### config.mk
export PLATFORM = sky130hd
export DESIGN_NAME = ocp_chan_flat
export DESIGN_NICKNAME = d
export VERILOG_FILES = /design/src/ocp_pkg.sv /design/src/ocp_if.sv /design/src/ocp_chan.sv /design/src/flat_wrapper.sv
export SDC_FILE = /design/constraint.sdc
export NUM_CORES = 1
export LEC_CHECK = 0
export ABC_AREA = 1
export BUFFER_PORTS_ARGS = -buffer_cell sky130_fd_sc_hd__clkbuf_2
export CORE_MARGIN = 3
export CORE_UTILIZATION = 33
export CTS_BUF_LIST = sky130_fd_sc_hd__clkbuf_8
export DETAILED_ROUTE_END_ITERATION = 8
export GPL_TIMING_DRIVEN = 0
export SETUP_SLACK_MARGIN = 0.5
export SYNTH_ARGS = -nofsm -noshare
export SYNTH_HDL_FRONTEND = slang
export SYNTH_SLANG_ARGS = --single-unit
### constraint.sdc
create_clock -name clk -period 1.9 [get_ports clk]
set_input_delay 0.475 -clock clk [delete_from_list [all_inputs] [get_ports clk]]
set_output_delay 0.475 -clock clk [all_outputs]
set_load 0.05 [all_outputs]
### src/ocp_pkg.sv
/*
 * constants shared by the output compare channel and its host end.
 * assumes a single 100 MHz clock domain on both ends.
 */
package ocp_pkg;
   localparam int unsigned CNT_W        = 16;
   localparam int unsigned CTL_W        = 16;
   localparam int unsigned MODE_LSB     = 0;
   localparam int unsigned MODE_W       = 3;
   localparam int unsigned TSEL_BIT     = 3;
   localparam int unsigned FLT_BIT      = 4;
   localparam int unsigned TON_BIT      = 15;
   localparam logic [CTL_W-1:0] CTL_RST = 16'h0000;
   localparam logic [CNT_W-1:0] CNT_ZERO = 16'h0000;
   localparam logic [CNT_W-1:0] CNT_ONE  = 16'h0001;

   typedef enum logic [2:0] {
      OCP_OFF    = 3'h0,
      OCP_LOW    = 3'h1,
      OCP_HIGH   = 3'h2,
      OCP_TOGGLE = 3'h3,
      OCP_SINGLE = 3'h4,
      OCP_CONT   = 3'h5,
      OCP_PWM    = 3'h6,
      OCP_PWMF   = 3'h7
   } ocp_mode_e;

   // register select codes on the host write port
   typedef enum logic [1:0] {
      OCP_SEL_CTL  = 2'h0,
      OCP_SEL_PRI  = 2'h1,
      OCP_SEL_SEC  = 2'h2,
      OCP_SEL_TMR  = 2'h3
   } ocp_sel_e;
endpackage

### src/ocp_if.sv
/*
 * interface joining the host (timers, register writes) and the compare channel.
 * the testbench resolves the tri-state pin from compare_output_pin and compare_output_oe_n.
 */
`timescale 1ns/10ps
interface ocp_if (
   input wire logic clk,
   input wire logic rstn
);
   logic [ocp_pkg::CNT_W-1:0] first_timer_count;
   logic [ocp_pkg::CNT_W-1:0] second_timer_count;
   logic                      first_timer_wrap;
   logic                      second_timer_wrap;
   logic                      wr_en;
   ocp_pkg::ocp_sel_e         wr_sel;
   logic [ocp_pkg::CNT_W-1:0] wr_data;
   logic [ocp_pkg::CTL_W-1:0] compare_control_reg;
   logic [ocp_pkg::CNT_W-1:0] primary_compare_value;
   logic [ocp_pkg::CNT_W-1:0] secondary_compare_value;

   modport host (
      output first_timer_count, second_timer_count, first_timer_wrap, second_timer_wrap,
      output wr_en, wr_sel, wr_data,
      input  compare_control_reg, primary_compare_value, secondary_compare_value
   );
   modport dev (
      input  first_timer_count, second_timer_count, first_timer_wrap, second_timer_wrap,
      input  wr_en, wr_sel, wr_data,
      output compare_control_reg, primary_compare_value, secondary_compare_value
   );
endinterface

### src/ocp_chan.sv
/*
 * one output compare channel: simple match, single/continuous pulse, buffered pwm
 * with fault tri-state. assumes timer counts and wrap pulses arrive on clk.
 */
// Summary of operation
// control bit 3 picks timer, default first
// modes 001 low, 010 high, 011 toggle
// simple modes match primary against timer count
// wrap without match leaves pin unchanged
// 100 single pulse, 101 continuous pulse
// host loads start primary, stop secondary
// host sets period not below secondary
// single pulse: values, mode, then timer on
// each rewrite of 100 arms one pulse
// 110/111 pwm; primary read-only, secondary buffer
// duty changes reach output without glitch
// host starts pwm in documented order
// mode 111 low fault tri-states output
// control bit 4 flags a fault
// resume only after fault high and rewrite
// period match copies buffer, drives high
// pwm low at main match; pulse rise/fall
`timescale 1ns/10ps
module ocp_chan (
   input  wire logic clk,
   input  wire logic rstn,
   ocp_if.dev        bus,
   input  wire logic fault_input_pins,
   output logic      compare_output_pin,
   output logic      compare_output_oe_n
);
   // ****************************************
   // fault synchroniser
   // ****************************************
   logic flt_meta;
   logic flt_sync;
   always_ff @(posedge clk or negedge rstn) begin
      if (!rstn) begin
         flt_meta <= 1'b1;
         flt_sync <= 1'b1;
      end else begin
         flt_meta <= fault_input_pins;
         flt_sync <= flt_meta;
      end
   end

   // ****************************************
   // channel state
   // ****************************************
   logic [ocp_pkg::CTL_W-1:0] ctl;
   logic [ocp_pkg::CTL_W-1:0] next_ctl;
   logic [ocp_pkg::CNT_W-1:0] pri;
   logic [ocp_pkg::CNT_W-1:0] next_pri;
   logic [ocp_pkg::CNT_W-1:0] sec;
   logic [ocp_pkg::CNT_W-1:0] next_sec;
   logic                      pin;
   logic                      next_pin;
   logic                      armed;
   logic                      next_armed;
   logic                      flt;
   logic                      next_flt;
   logic                      hiz;
   logic                      next_hiz;

   ocp_pkg::ocp_mode_e        mode;
   logic [ocp_pkg::CNT_W-1:0] count;
   logic                      wrap;
   logic                      wr_ctl;
   logic                      pwm;

   // ****************************************
   // timer select and mode decode
   // ****************************************
   // the timer pick follows the stored control word, so a write that swaps
   // timers only takes effect from the next compare cycle on
   always_comb begin
      mode  = ocp_pkg::ocp_mode_e'(ctl[ocp_pkg::MODE_LSB +: ocp_pkg::MODE_W]);
      count = ctl[ocp_pkg::TSEL_BIT] ? bus.second_timer_count : bus.first_timer_count;
      wrap  = ctl[ocp_pkg::TSEL_BIT] ? bus.second_timer_wrap : bus.first_timer_wrap;
      pwm   = (mode == ocp_pkg::OCP_PWM) || (mode == ocp_pkg::OCP_PWMF);
      wr_ctl = bus.wr_en && bus.wr_sel == ocp_pkg::OCP_SEL_CTL;
   end

   // ****************************************
   // next state
   // ****************************************
   // one process owns every next value so the priority between the mode action
   // and a host write sits in one place: the write is applied last
   always_comb begin
      next_ctl   = ctl;
      next_pri   = pri;
      next_sec   = sec;
      next_pin   = pin;
      next_armed = armed;
      next_flt   = flt;
      next_hiz   = hiz;

      // output behaviour for the mode in force this cycle
      unique case (mode)
         ocp_pkg::OCP_OFF: begin
            next_pin = 1'b0;
         end
         ocp_pkg::OCP_LOW, ocp_pkg::OCP_HIGH, ocp_pkg::OCP_TOGGLE: begin
            // a wrap alone never touches the pin, only an exact match does
            if (count == pri) begin
               unique case (mode)
                  ocp_pkg::OCP_LOW:  next_pin = 1'b0;
                  ocp_pkg::OCP_HIGH: next_pin = 1'b1;
                  default:           next_pin = ~pin;
               endcase
            end
         end
         ocp_pkg::OCP_SINGLE, ocp_pkg::OCP_CONT: begin
            if (armed && count == pri) begin
               next_pin = 1'b1;
            end
            // the fall needs the pin high, so a stop time met before the start
            // time cannot end a pulse that never began
            if (armed && count == sec && pin) begin
               next_pin = 1'b0;
               if (mode == ocp_pkg::OCP_SINGLE) begin
                  next_armed = 1'b0;
               end
            end
         end
         ocp_pkg::OCP_PWM, ocp_pkg::OCP_PWMF: begin
            // the main latch only moves at the period boundary, so a duty write
            // mid-period cannot shorten or split the pulse in flight
            if (wrap) begin
               next_pri = sec;
               next_pin = 1'b1;
            end else if (count == pri) begin
               next_pin = 1'b0;
            end
            // the fault pin is seen only after two flops: a low shorter than one
            // clock may be missed, traded for a clean metastability margin
            if (mode == ocp_pkg::OCP_PWMF && !flt_sync) begin
               next_hiz = 1'b1;
               next_flt = 1'b1;
            end
         end
      endcase

      // host writes; the fault flag bit is not writable
      if (bus.wr_en) begin
         unique case (bus.wr_sel)
            ocp_pkg::OCP_SEL_CTL: begin
               next_ctl = bus.wr_data;
               next_ctl[ocp_pkg::FLT_BIT] = 1'b0;
               next_armed = 1'b1;
               // clearing needs the synced fault pin high while the set above needs
               // it low, so a set and a clear never meet in one cycle
               if (flt_sync) begin
                  next_hiz = 1'b0;
                  next_flt = 1'b0;
               end
            end
            ocp_pkg::OCP_SEL_PRI: begin
               if (!pwm) begin
                  next_pri = bus.wr_data;
               end
            end
            ocp_pkg::OCP_SEL_SEC: next_sec = bus.wr_data;
            default: ;
         endcase
      end
      // writing mode 000 parks the pin low at once rather than a cycle later
      if (wr_ctl && next_ctl[ocp_pkg::MODE_LSB +: ocp_pkg::MODE_W] == ocp_pkg::OCP_OFF) begin
         next_pin = 1'b0;
      end
   end

   // ****************************************
   // state registers
   // ****************************************
   always_ff @(posedge clk or negedge rstn) begin
      if (!rstn) begin
         ctl   <= ocp_pkg::CTL_RST;
         pri   <= ocp_pkg::CNT_ZERO;
         sec   <= ocp_pkg::CNT_ZERO;
         pin   <= 1'b0;
         armed <= 1'b0;
         flt   <= 1'b0;
         hiz   <= 1'b0;
      end else begin
         ctl   <= next_ctl;
         pri   <= next_pri;
         sec   <= next_sec;
         pin   <= next_pin;
         armed <= next_armed;
         flt   <= next_flt;
         hiz   <= next_hiz;
      end
   end

   // ****************************************
   // readback and pin
   // ****************************************
   // the flag is overlaid here; the stored control word always keeps that bit clear
   always_comb begin
      bus.compare_control_reg = ctl;
      bus.compare_control_reg[ocp_pkg::FLT_BIT] = flt;
   end
   assign bus.primary_compare_value   = pri;
   assign bus.secondary_compare_value = sec;
   assign compare_output_pin  = pin;
   assign compare_output_oe_n = hiz;
endmodule

### src/flat_wrapper.sv
// flat-port wrapper written by rule: the top's interface ports become plain ports
module ocp_chan_flat 
  (clk, rstn, fault_input_pins, compare_output_pin, compare_output_oe_n, bus_first_timer_count, bus_second_timer_count, bus_first_timer_wrap, bus_second_timer_wrap, bus_wr_en, bus_wr_sel, bus_wr_data, bus_compare_control_reg, bus_primary_compare_value, bus_secondary_compare_value);
  ocp_if bus_i (.clk(clk), .rstn(rstn));
  input  wire logic clk;
  input  wire logic rstn;
  input  wire logic fault_input_pins;
  output logic compare_output_pin;
  output logic compare_output_oe_n;
  input wire logic [$bits(bus_i.first_timer_count)-1:0] bus_first_timer_count;
  input wire logic [$bits(bus_i.second_timer_count)-1:0] bus_second_timer_count;
  input wire logic [$bits(bus_i.first_timer_wrap)-1:0] bus_first_timer_wrap;
  input wire logic [$bits(bus_i.second_timer_wrap)-1:0] bus_second_timer_wrap;
  input wire logic [$bits(bus_i.wr_en)-1:0] bus_wr_en;
  input wire logic [$bits(bus_i.wr_sel)-1:0] bus_wr_sel;
  input wire logic [$bits(bus_i.wr_data)-1:0] bus_wr_data;
  output wire logic [$bits(bus_i.compare_control_reg)-1:0] bus_compare_control_reg;
  output wire logic [$bits(bus_i.primary_compare_value)-1:0] bus_primary_compare_value;
  output wire logic [$bits(bus_i.secondary_compare_value)-1:0] bus_secondary_compare_value;
  assign bus_i.first_timer_count = bus_first_timer_count;
  assign bus_i.second_timer_count = bus_second_timer_count;
  assign bus_i.first_timer_wrap = bus_first_timer_wrap;
  assign bus_i.second_timer_wrap = bus_second_timer_wrap;
  assign bus_i.wr_en = bus_wr_en;
  assign bus_i.wr_sel = bus_wr_sel;
  assign bus_i.wr_data = bus_wr_data;
  assign bus_compare_control_reg = bus_i.compare_control_reg;
  assign bus_primary_compare_value = bus_i.primary_compare_value;
  assign bus_secondary_compare_value = bus_i.secondary_compare_value;
  ocp_chan u_core (.clk(clk), .rstn(rstn), .bus(bus_i), .fault_input_pins(fault_input_pins), .compare_output_pin(compare_output_pin), .compare_output_oe_n(compare_output_oe_n));
endmodule
==> metrics.txt, run 1 <==
die height=101.9 um; CP required=2.16 ns; first-pass GRT wire length=16900 um; Residual DRC=0; crit-path most repeated cell=nand2_1; power density cells=1250 nW/um^2; placed cell area=3727 um^2; Initial Utilization=34.30%; Clock Pin Slew Worst Setup and Hold Paths=0.10 ns; Async SR Flop Fraction=100.0%; kind of critical path=reg2reg; Slew headroom=49.50%; status=finished, final reports clean; P_leak=2.498 nW; largest fanout on the critical path=6; DR vias/cell=4.904; hold buffers post-CTS=0; port bufs=105; max-cap violation count=0; Design Power=5.785 mW; synthesized netlist cell count=446; Die Wd=101.9 um; root buf cell=clkbuf_8; # rows=34; Worst Skew=0.006629 ns; DR vias=3423; PnR worst setup slack=0.06401 ns; routed len/inst=14.99 um; ys flop type=dfrtp_1; Tcrit/Tclk final=96.63%; commonest non-fill, non-tap cells in the layout=nand2_1, inv_1, clkbuf_2; Clock Sinks=53; unique cell type count in the Yosys netlist=22; count of final setup violators=0; CTS Buf Count=5; commonest non-fill, non-tap cell in the layout=nand2_1; Final Hold Viols=0; CP Cell Sequence=inv_6 > buf_12 > nand2_2 > nand2_1 > xnor2_1 > nand2_1 > nor2_1 > nand3_2 > nand2_2 > nor2_1 > nor2_1 > nand2_1 > nand2_1; vias in the first global route=3402; Final ANT Viol Nets=0; Core ar.=8848 um^2; Total Wirelength=10470 um; Max Slew Vio Count=0; hold crit path type=in2reg; I/O pin total=106; layout cells sized above 1=31.69%; CTS tree=yes; initial antenna violation count=0; fin crit period=1.836 ns; CP Launch Type=register; EDFF count, synth=0; Tot GR Track Use=20.94%; largest net degree at the start of global routing=54; register area share after synthesis=43.78%; RSZ-0062 raised after global routing=yes; maximum clock frequency=544.7 MHz; Avg Cell Area, Syn=6.806 um^2; Worst path slowest cell=dfrtp_2; worst skew pair latency=0.31 ns; mapped cell area=3035 um^2; Antenna Cells=0; Final Cell Area=4628 um^2; Slew @ Worst Pin=0.7575 ns; final core occ=52.30%; synthesized flop and latch total=53; P&R area growth vs syn=52.47%; GPL Wtd Cong=0.7945; Post-Synthesis Net Count=502; Remaining Overflow, GRT=0; Syn. warnings=0; final net count=645; 1st-iter DRT viols=191; dpl hpwl=7442 um; Clock Tree Buf Depth=2; H-tree depth=2; crit path DAT=2.10 ns; Peak supply drop=0.5625 mV; Setup crit end kind=register; DIE AREA=10380 um^2; drt pass-1 iters=4; post-place setup slack=-0.1187 ns; slowest cell delay on critical path=0.50 ns
## power breakdown
group          internal [mW]  switching, mW  leakage [nW]
sequential              1.42          0.378         0.627
clock                  0.331          0.391        0.0542
combinational           1.38           1.89          1.82
## critical path: cells and delay by family (launching register included)
family | cells | cell delay [ns]
XOR/XNOR | 1 | 0.15
flip-flops | 1 | 0.50
buffers and inverters | 2 | 0.27
AND/OR/NAND/NOR | 10 | 0.86
## layout make-up
type,count,area (um^2)
Fill cell,866,4220
Clock inverter,1,5.005
Inverter,59,229.0
Buffer,16,117.6
Tap cell,108,135.1
Multi-Input combinational cell,318,1451
Sequential cell,53,1345
Clock buffer,7,96.34
Timing Repair Buffer,136,1249
## cells in the mapped netlist, types with 2 or more instances
library cell / instances / area share (%)
nand2_1: 150 / 19
buf_2: 3 / 0.49
nand3b_1: 4 / 0.99
o21ai_0: 48 / 7.9
buf_4: 2 / 0.49
xnor2_1: 4 / 1.2
nor2_1: 48 / 5.9
nand3_1: 35 / 5.8
dfstp_2: 2 / 1.7
nand2_2: 5 / 1.0
a21oi_1: 2 / 0.33
dfrtp_1: 51 / 42
inv_1: 58 / 7.2
nand4_1: 2 / 0.41
o22ai_1: 16 / 3.3
clkbuf_1: 10 / 1.2
## metrics by stage
stage	TNS, ns	std cells	hold WS (ns)
5_1_grt	-0.1728	698	0.2279
2_1_floorplan	0	446	0.1794
3_5_place_dp	-0.9587	659	0.3472
4_1_cts	0	693	0.2219
6_report	0	698	0.2345
3_3_place_gp	-1.034	659	0.3460
## sequential cells by signal, summed over array words and instances (netlist names)
name / cells
u_core.ctl: 15
u_core.bus.primary_compare_value: 16
u_core.compare_output_oe_n: 1
u_core.compare_output_pin: 1
u_core.bus.secondary_compare_value: 16
u_core.flt: 1
u_core.flt_meta: 1
u_core.armed: 1
u_core.flt_sync: 1
## layer usage
layer	part of all wire (%)	up-vias	track usage [%]	wire length [um]
met4	1.5	0	6.761	160
met1	43	1582	26.71	4477
met2	50	130	37.17	5284
met5	0	-	0	0
li1	-	1698	-	-
met3	5.2	13	2.253	544
## kinds of logic after synthesis
family	Yosys count	share of synthesized area [%]
DFF	53	43.78
xor gates and xnor gates	4	1.154
and+or+nand+nor	245	32.89
buffers and inverters	75	9.893
AOI/OAI and AO/OA	69	12.28
## repair_timing
action,CTS,global route
gates cloned,1,0
gates resized for setup,117,63
buffers inserted,25,5
pin swaps,2,1
endpoints found under the setup margin,71,68
## worst paths after layout
path,endpoint,start,slack (ns),cells past startpoint
max,u_core.compare_output_pin,u_core.ctl[3],0.06,13
min,u_core.flt_meta,fault_input_pins,0.23,1
max reg2reg,u_core.compare_output_pin,u_core.ctl[3],0.06,13
min reg2reg,u_core.flt_sync,u_core.flt_meta,0.36,0
max in group asynchronous,u_core.ctl[1],rstn,1.12,1
min in group asynchronous,u_core.ctl[10],rstn,0.24,1
Power figures use the tool's default switching activity.
==> inputs of run 2 (changes only) <==
- CELL_PAD_IN_SITES_DETAIL_PLACEMENT: default -> 1
- CELL_PAD_IN_SITES_GLOBAL_PLACEMENT: default -> 1
- CORE_UTILIZATION: 33 -> 36
- PLACE_DENSITY_LB_ADDON: default -> 0.1
==> run 2 against run 1 <==
Against the previous run: sequential power is essentially flat; combinational power is essentially flat; sequential cell count is the same; clock skew grew 0.0031 ns; highest routed layer unchanged; clock power grew 14%.
==> metrics.txt, run 2 (synthesis results as in run 1) <==
status=finished, final reports clean (unchanged); Clock Tree Buf Depth=2 (unchanged); largest fanout on the critical path=10 (was 6); final core occ=57.95% (was 52.30%); initial antenna violation count=0 (unchanged); CTS Buf Count=5 (unchanged); Tot GR Track Use=23.81% (was 20.94%); Die Wd=97.83 um (was 101.9 um); Setup crit end kind=register (unchanged); placed cell area=3720 um^2 (was 3727 um^2); fin crit period=1.892 ns (was 1.836 ns); largest net degree at the start of global routing=54 (unchanged); maximum clock frequency=528.5 MHz (was 544.7 MHz); crit path DAT=2.10 ns (about the same); worst skew pair latency=0.31 ns (about the same); 1st-iter DRT viols=125 (was 191); reg2reg setup slack=0.008 ns (was 0.06 ns); CTS tree=yes (unchanged); Peak supply drop=0.7287 mV (was 0.5625 mV); Max Slew Vio Count=0 (unchanged); DIE AREA=9570 um^2 (was 10380 um^2); Final Hold Viols=0 (unchanged); P_leak=2.468 nW (was 2.498 nW); Clock Sinks=53 (unchanged); Critical R2R Capture=u_core.compare_output_pin (unchanged); Tcrit/Tclk final=99.59% (was 96.63%); R2R cell count=14 (was 13); Clock Pin Slew Worst Setup and Hold Paths=0.11 ns (was 0.10 ns); Slew @ Worst Pin=0.7485 ns (was 0.7575 ns); dpl hpwl=8357 um (was 7442 um); I/O pin total=106 (unchanged); M1 WL=5094 um (was 4477 um); Antenna Cells=0 (unchanged); root buf cell=clkbuf_8 (unchanged); Final Cell Area=4617 um^2 (was 4628 um^2); Routed met2 length=6086 um (was 5284 um); Critical R2R Launch=u_core.ctl[3] (unchanged); Total Wirelength=11910 um (was 10470 um); hold crit path type=in2async (was in2reg); setup TNS=0 ns (unchanged); H-tree depth=2 (unchanged); port bufs=105 (unchanged); count of final setup violators=0 (unchanged); kind of critical path=reg2reg (unchanged); Slew headroom=50.10% (was 49.50%); routed wire length on met3=497 um (was 544 um); DR vias/cell=5.142 (was 4.904); P&R area growth vs syn=52.10% (was 52.47%); DR vias=3543 (was 3423); first-pass GRT wire length=18360 um (was 16900 um); Worst Skew=0.009772 ns (was 0.006629 ns); Residual DRC=0 (unchanged); Initial Utilization=38.10% (was 34.30%); commonest non-fill, non-tap cells in the layout=nand2_1, clkbuf_2, inv_1 (was nand2_1, inv_1, clkbuf_2); die height=97.83 um (was 101.9 um); vias in the first global route=3628 (was 3402); CP Launch Type=register (unchanged); drt pass-1 iters=4 (unchanged); GPL Wtd Cong=0.7962 (was 0.7945); Core ar.=7968 um^2 (was 8848 um^2); layout cells sized above 1=34.41% (was 31.69%); Remaining Overflow, GRT=0 (unchanged); Final ANT Viol Nets=0 (unchanged); hold buffers post-CTS=0 (unchanged); power density cells=1285 nW/um^2 (was 1250 nW/um^2); final net count=642 (was 645); # rows=32 (was 34); RSZ-0062 raised after global routing=yes (unchanged); max-cap violation count=0 (unchanged); uppermost layer routed=met4 (unchanged); routed len/inst=17.28 um (was 14.99 um); commonest non-fill, non-tap cell in the layout=nand2_1 (unchanged); CP required=2.10 ns (was 2.16 ns)
-- run 2: timing repair --
item	in CTS	in global routing
setup endpoints to repair	71	71
setup buffers	18	10
gates cloned	0	0
pin swaps	2	4
gates resized for setup	116	76
-- run 2: how the worst max path moves through the flow --
stage / start / to / depth (start not counted)
floorplan: u_core.ctl[3] / u_core.compare_output_pin / 14
global placement: u_core.ctl[3] / u_core.bus.primary_compare_value[10] / 7
detailed placement: u_core.ctl[3] / u_core.bus.primary_compare_value[14] / 7
CTS: u_core.ctl[3] / u_core.compare_output_pin / 14
global route: u_core.ctl[3] / u_core.compare_output_pin / 14
finish: u_core.ctl[3] / u_core.compare_output_pin / 14
-- run 2: final cells by class --
cell class,count,area (um^2)
Tap cell,102,127.6
Clock inverter,2,37.54
Clock buffer,6,82.58
Fill cell,1002,3351
Multi-Input combinational cell,318,1474
Timing Repair Buffer,133,1191
Buffer,16,122.6
Sequential cell,53,1355
Inverter,59,226.5
-- run 2: metrics by stage --
| stage | hold slack [ns] | setup WS, ns | power, mW | std cells |
|---|---|---|---|---|
| 2_1_floorplan | 0.1794 | 0.2214 | 3.492 | 446 |
| 3_3_place_gp | 0.3468 | -0.06668 | 4.133 | 653 |
| 3_5_place_dp | 0.3482 | -0.2086 | 4.219 | 653 |
| 4_1_cts | 0.2325 | 0.04712 | 5.645 | 679 |
| 5_1_grt | 0.2301 | -0.1100 | 6.245 | 689 |
| 6_report | 0.2372 | 0.007865 | 5.932 | 689 |
-- run 2: report_power, final --
group	leakage (nW)	internal (mW)	total (mW)	switching (mW)
sequential	0.618	1.43	1.82	0.391
clock	0.0574	0.429	0.823	0.394
combinational	1.79	1.33	3.29	1.96
-- run 2: per-layer routing --
layer  vias up  global-route usage, %
met1      1738                  31.01
li1       1690                      -
met2        95                  40.63
met5         -                      0
met3        20                  3.500
met4         0                  7.774
-- run 2: critical path, cell delays in order (launching register included) --
cell	delay, ns
dfrtp_2	0.46
inv_4	0.07
buf_12	0.16
nand2_4	0.06
nand2_1	0.07
nand2_1	0.09
nand2_1	0.07
nor2_2	0.15
nand2_1	0.09
nor2_2	0.10
nand3_2	0.11
nand2_2	0.12
a21oi_1	0.08
nand2_1	0.10
nand2_1	0.05
==> inputs of run 3 (changes only) <==
- BUFFER_PORTS_ARGS: -buffer_cell sky130_fd_sc_hd__clkbuf_2 -> default
- CORE_UTILIZATION: 36 -> 45
- DONT_BUFFER_PORTS: default -> 1
==> run 3 against run 2 <==
Against the previous run: the flow now finishes with violations (hold timing, setup timing); final cell count down 21%; die area is 19% lower; non-clock buffer count is 121 lower; hold slack worse by 0.40 ns; setup slack worse by 0.23 ns; sequential power increased by 55%; critical path type unchanged; largest cell class unchanged; largest power group is now registers.
==> metrics.txt, run 3 (synthesis results as in run 1) <==
DR vias/cell=5.950 (was 5.142); failing checks=hold timing, setup timing; port bufs=0 (was 105); drt pass-1 iters=4 (unchanged); CP Cell Sequence=inv_8 > buf_16 > nand2_2 > nand2_1 > nand2_1 > nand2_1 > nor2_1 > nand2_1 > nor2_2 > nand3_2 > nand2_2 > nor2_1 > nor2_1 > nand2_1 > nand2_1 (was inv_4 > buf_12 > nand2_4 > nand2_1 > nand2_1 > nand2_1 > nor2_2 > nand2_1 > nor2_2 > nand3_2 > nand2_2 > a21oi_1 > nand2_1 > nand2_1); power density cells=1308 nW/um^2 (was 1285 nW/um^2); Peak supply drop=0.6335 mV (was 0.7287 mV); # rows=29 (was 32); crit path DAT=2.39 ns (was 2.10 ns); CP required=2.17 ns (was 2.10 ns); Antenna Cells=0 (unchanged); largest net degree at the start of global routing=54 (unchanged); Clock Sinks=53 (unchanged); final core occ=62.46% (was 57.95%); Setup crit end kind=register (unchanged); switching power=2.732 mW (was 2.743 mW); RSZ-0062 raised after global routing=yes (unchanged); P_leak=1.907 nW (was 2.468 nW); Tcrit/Tclk final=111.7% (was 99.59%); commonest non-fill, non-tap cell in the layout=nand2_1 (unchanged); count of final setup violators=2 (was 0); layout cells sized above 1=33.69% (was 34.41%); die height=88.13 um (was 97.83 um); worst path bufs/invs=2 (unchanged); root buf cell=clkbuf_8 (unchanged); commonest non-fill, non-tap cells in the layout=nand2_1, inv_1, o21ai_0 (was nand2_1, clkbuf_2, inv_1); Total Wirelength=11970 um (was 11910 um); crit-path most repeated cell=nand2_1 (unchanged); P_int=2.543 mW (was 3.189 mW); CP startpoint=u_core.ctl[3] (unchanged); Final ANT Viol Nets=0 (unchanged); first-pass GRT wire length=15950 um (was 18360 um); P&R area growth vs syn=32.89% (was 52.10%); hold crit path type=in2async (unchanged); largest fanout on the critical path=8 (was 10); worst skew pair latency=0.32 ns (was 0.31 ns); maximum clock frequency=471.2 MHz (was 528.5 MHz); delay-heaviest family, CP=simple AND/OR/NAND/NOR gates (unchanged); Core ar.=6459 um^2 (was 7968 um^2); Final Hold Viols=51 (was 0); switch share=51.79% (was 46.24%); Die Wd=88.13 um (was 97.83 um); Gate power share=30.7% (was 55.5%); Worst Skew=0.006935 ns (was 0.009772 ns); Critical R2R Launch=u_core.ctl[3] (unchanged); 1st-iter DRT viols=148 (was 125); Flop pwr share=53.6% (was 30.7%); H-tree depth=2 (unchanged); Post-Layout Cell Count=543 (was 689); kind of critical path=reg2reg (unchanged); routed len/inst=22.05 um (was 17.28 um); CP Launch Type=register (unchanged); Slew headroom=53.51% (was 50.10%); number of cells on the critical path=15 (was 14); I/O pin total=106 (unchanged); status=complete, but fails checks (was finished, final reports clean); Max Slew Vio Count=0 (unchanged); Clk pwr share=15.7% (was 13.9%); Tot GR Track Use=27.27% (was 23.81%); Residual DRC=0 (unchanged); GPL Wtd Cong=0.8318 (was 0.7962); Clock Tree Buf Depth=2 (unchanged); PnR worst setup slack=-0.2223 ns (was 0.007865 ns); CTS Buf Count=5 (unchanged); Clock Pin Slew Worst Setup and Hold Paths=0.10 ns (was 0.11 ns); R2R cell count=15 (was 14); Slew @ Worst Pin=0.6974 ns (was 0.7485 ns); dpl hpwl=7464 um (was 8357 um); max-cap violation count=0 (unchanged); Worst path slowest cell=dfrtp_4 (was dfrtp_2); slowest cell delay on critical path=0.64 ns (was 0.46 ns); CTS tree=yes (unchanged); WHS=-0.1597 ns (was 0.2372 ns); DR vias=3231 (was 3543); Remaining Overflow, GRT=0 (unchanged); fin crit period=2.122 ns (was 1.892 ns); final net count=521 (was 642); initial antenna violation count=0 (unchanged); Initial Utilization=47.00% (was 38.10%); vias in the first global route=3116 (was 3628); DIE AREA=7767 um^2 (was 9570 um^2); post-placement cell count=523 (was 653)
## run 3: changes by cell type in the layout (fill, tap and decap cells not counted), moves of 8 or more
cell / before / now
nor2_1: 38 / 19
nand2_2: 12 / 24
dfrtp_1: 30 / 10
buf_4: 37 / 1
buf_8: 34 / 2
o22ai_2: 0 / 8
nand2_1: 142 / 118
o22ai_1: 16 / 8
nor2_4: 1 / 14
clkbuf_2: 57 / 1
dfrtp_2: 21 / 38
## run 3: layer usage
metal  GRT usage (%)  up-vias  wire, um
met4           6.319        0       303
met1           34.74     1608      4597
met2           47.74      140      6112
li1                -     1456         -
met5               0        -         0
met3           5.644       27       960
## run 3: stage by stage
stage / power (mW) / setup WS [ns] / cell area (um^2) / TNS (ns)
3_5_place_dp: 3.863 / -0.3404 / 3163 / -3.537
2_1_floorplan: 3.492 / 0.2214 / 3067 / 0
5_1_grt: 5.525 / -0.3813 / 4034 / -0.9520
4_1_cts: 4.826 / -0.08506 / 3465 / -0.1681
3_3_place_gp: 3.775 / -0.2961 / 3163 / -3.081
6_report: 5.276 / -0.2223 / 4034 / -0.4065
## run 3: cell type report
class                   count  area (um^2)
flip-flops and latches     53         1388
multi-input cells         318         1837
clock buffers               6        82.58
repair buffers             12        197.7
fillers                   790         2425
well taps                  77        96.34
inverters                  59        241.5
clock inverters             2        33.78
plain buffers              16        157.7
## run 3: timing repair
| item | in CTS | in global routing |
|---|---|---|
| endpoints found under the setup margin | 64 | 28 |
| cloned | 1 | 3 |
| hold endpoints to repair | 53 | 53 |
| buffers inserted | 2 | 6 |
| resized for setup | 70 | 116 |
| pin swaps | 7 | 39 |
## run 3: worst register-to-register path, delay by kind of cell, from the launching register on
kind                   cells  cell delay (ns)
buffers and inverters      2             0.26
DFF                        1             0.64
and+or+nand+nor           13             1.17
## run 3: path summary, 6_finish.rpt
check / slack, ns / to
worst min-delay path: -0.16 / u_core.armed
min in group clk: 0.14 / u_core.flt_meta
worst min register to register: 0.36 / u_core.flt_sync
worst max register to register: -0.22 / u_core.compare_output_pin
max in group asynchronous: 1.88 / u_core.flt_sync
worst max-delay path: -0.22 / u_core.compare_output_pin
## run 3: power by group through the flow
stage	Clock (mW)	Combinational [mW]	Sequential, mW
floorplan	0	0.881	2.61
global placement	0	1.05	2.72
detailed placement	0	1.12	2.74
CTS	0.828	1.22	2.77
global route	0.871	1.78	2.88
finish	0.826	1.62	2.83
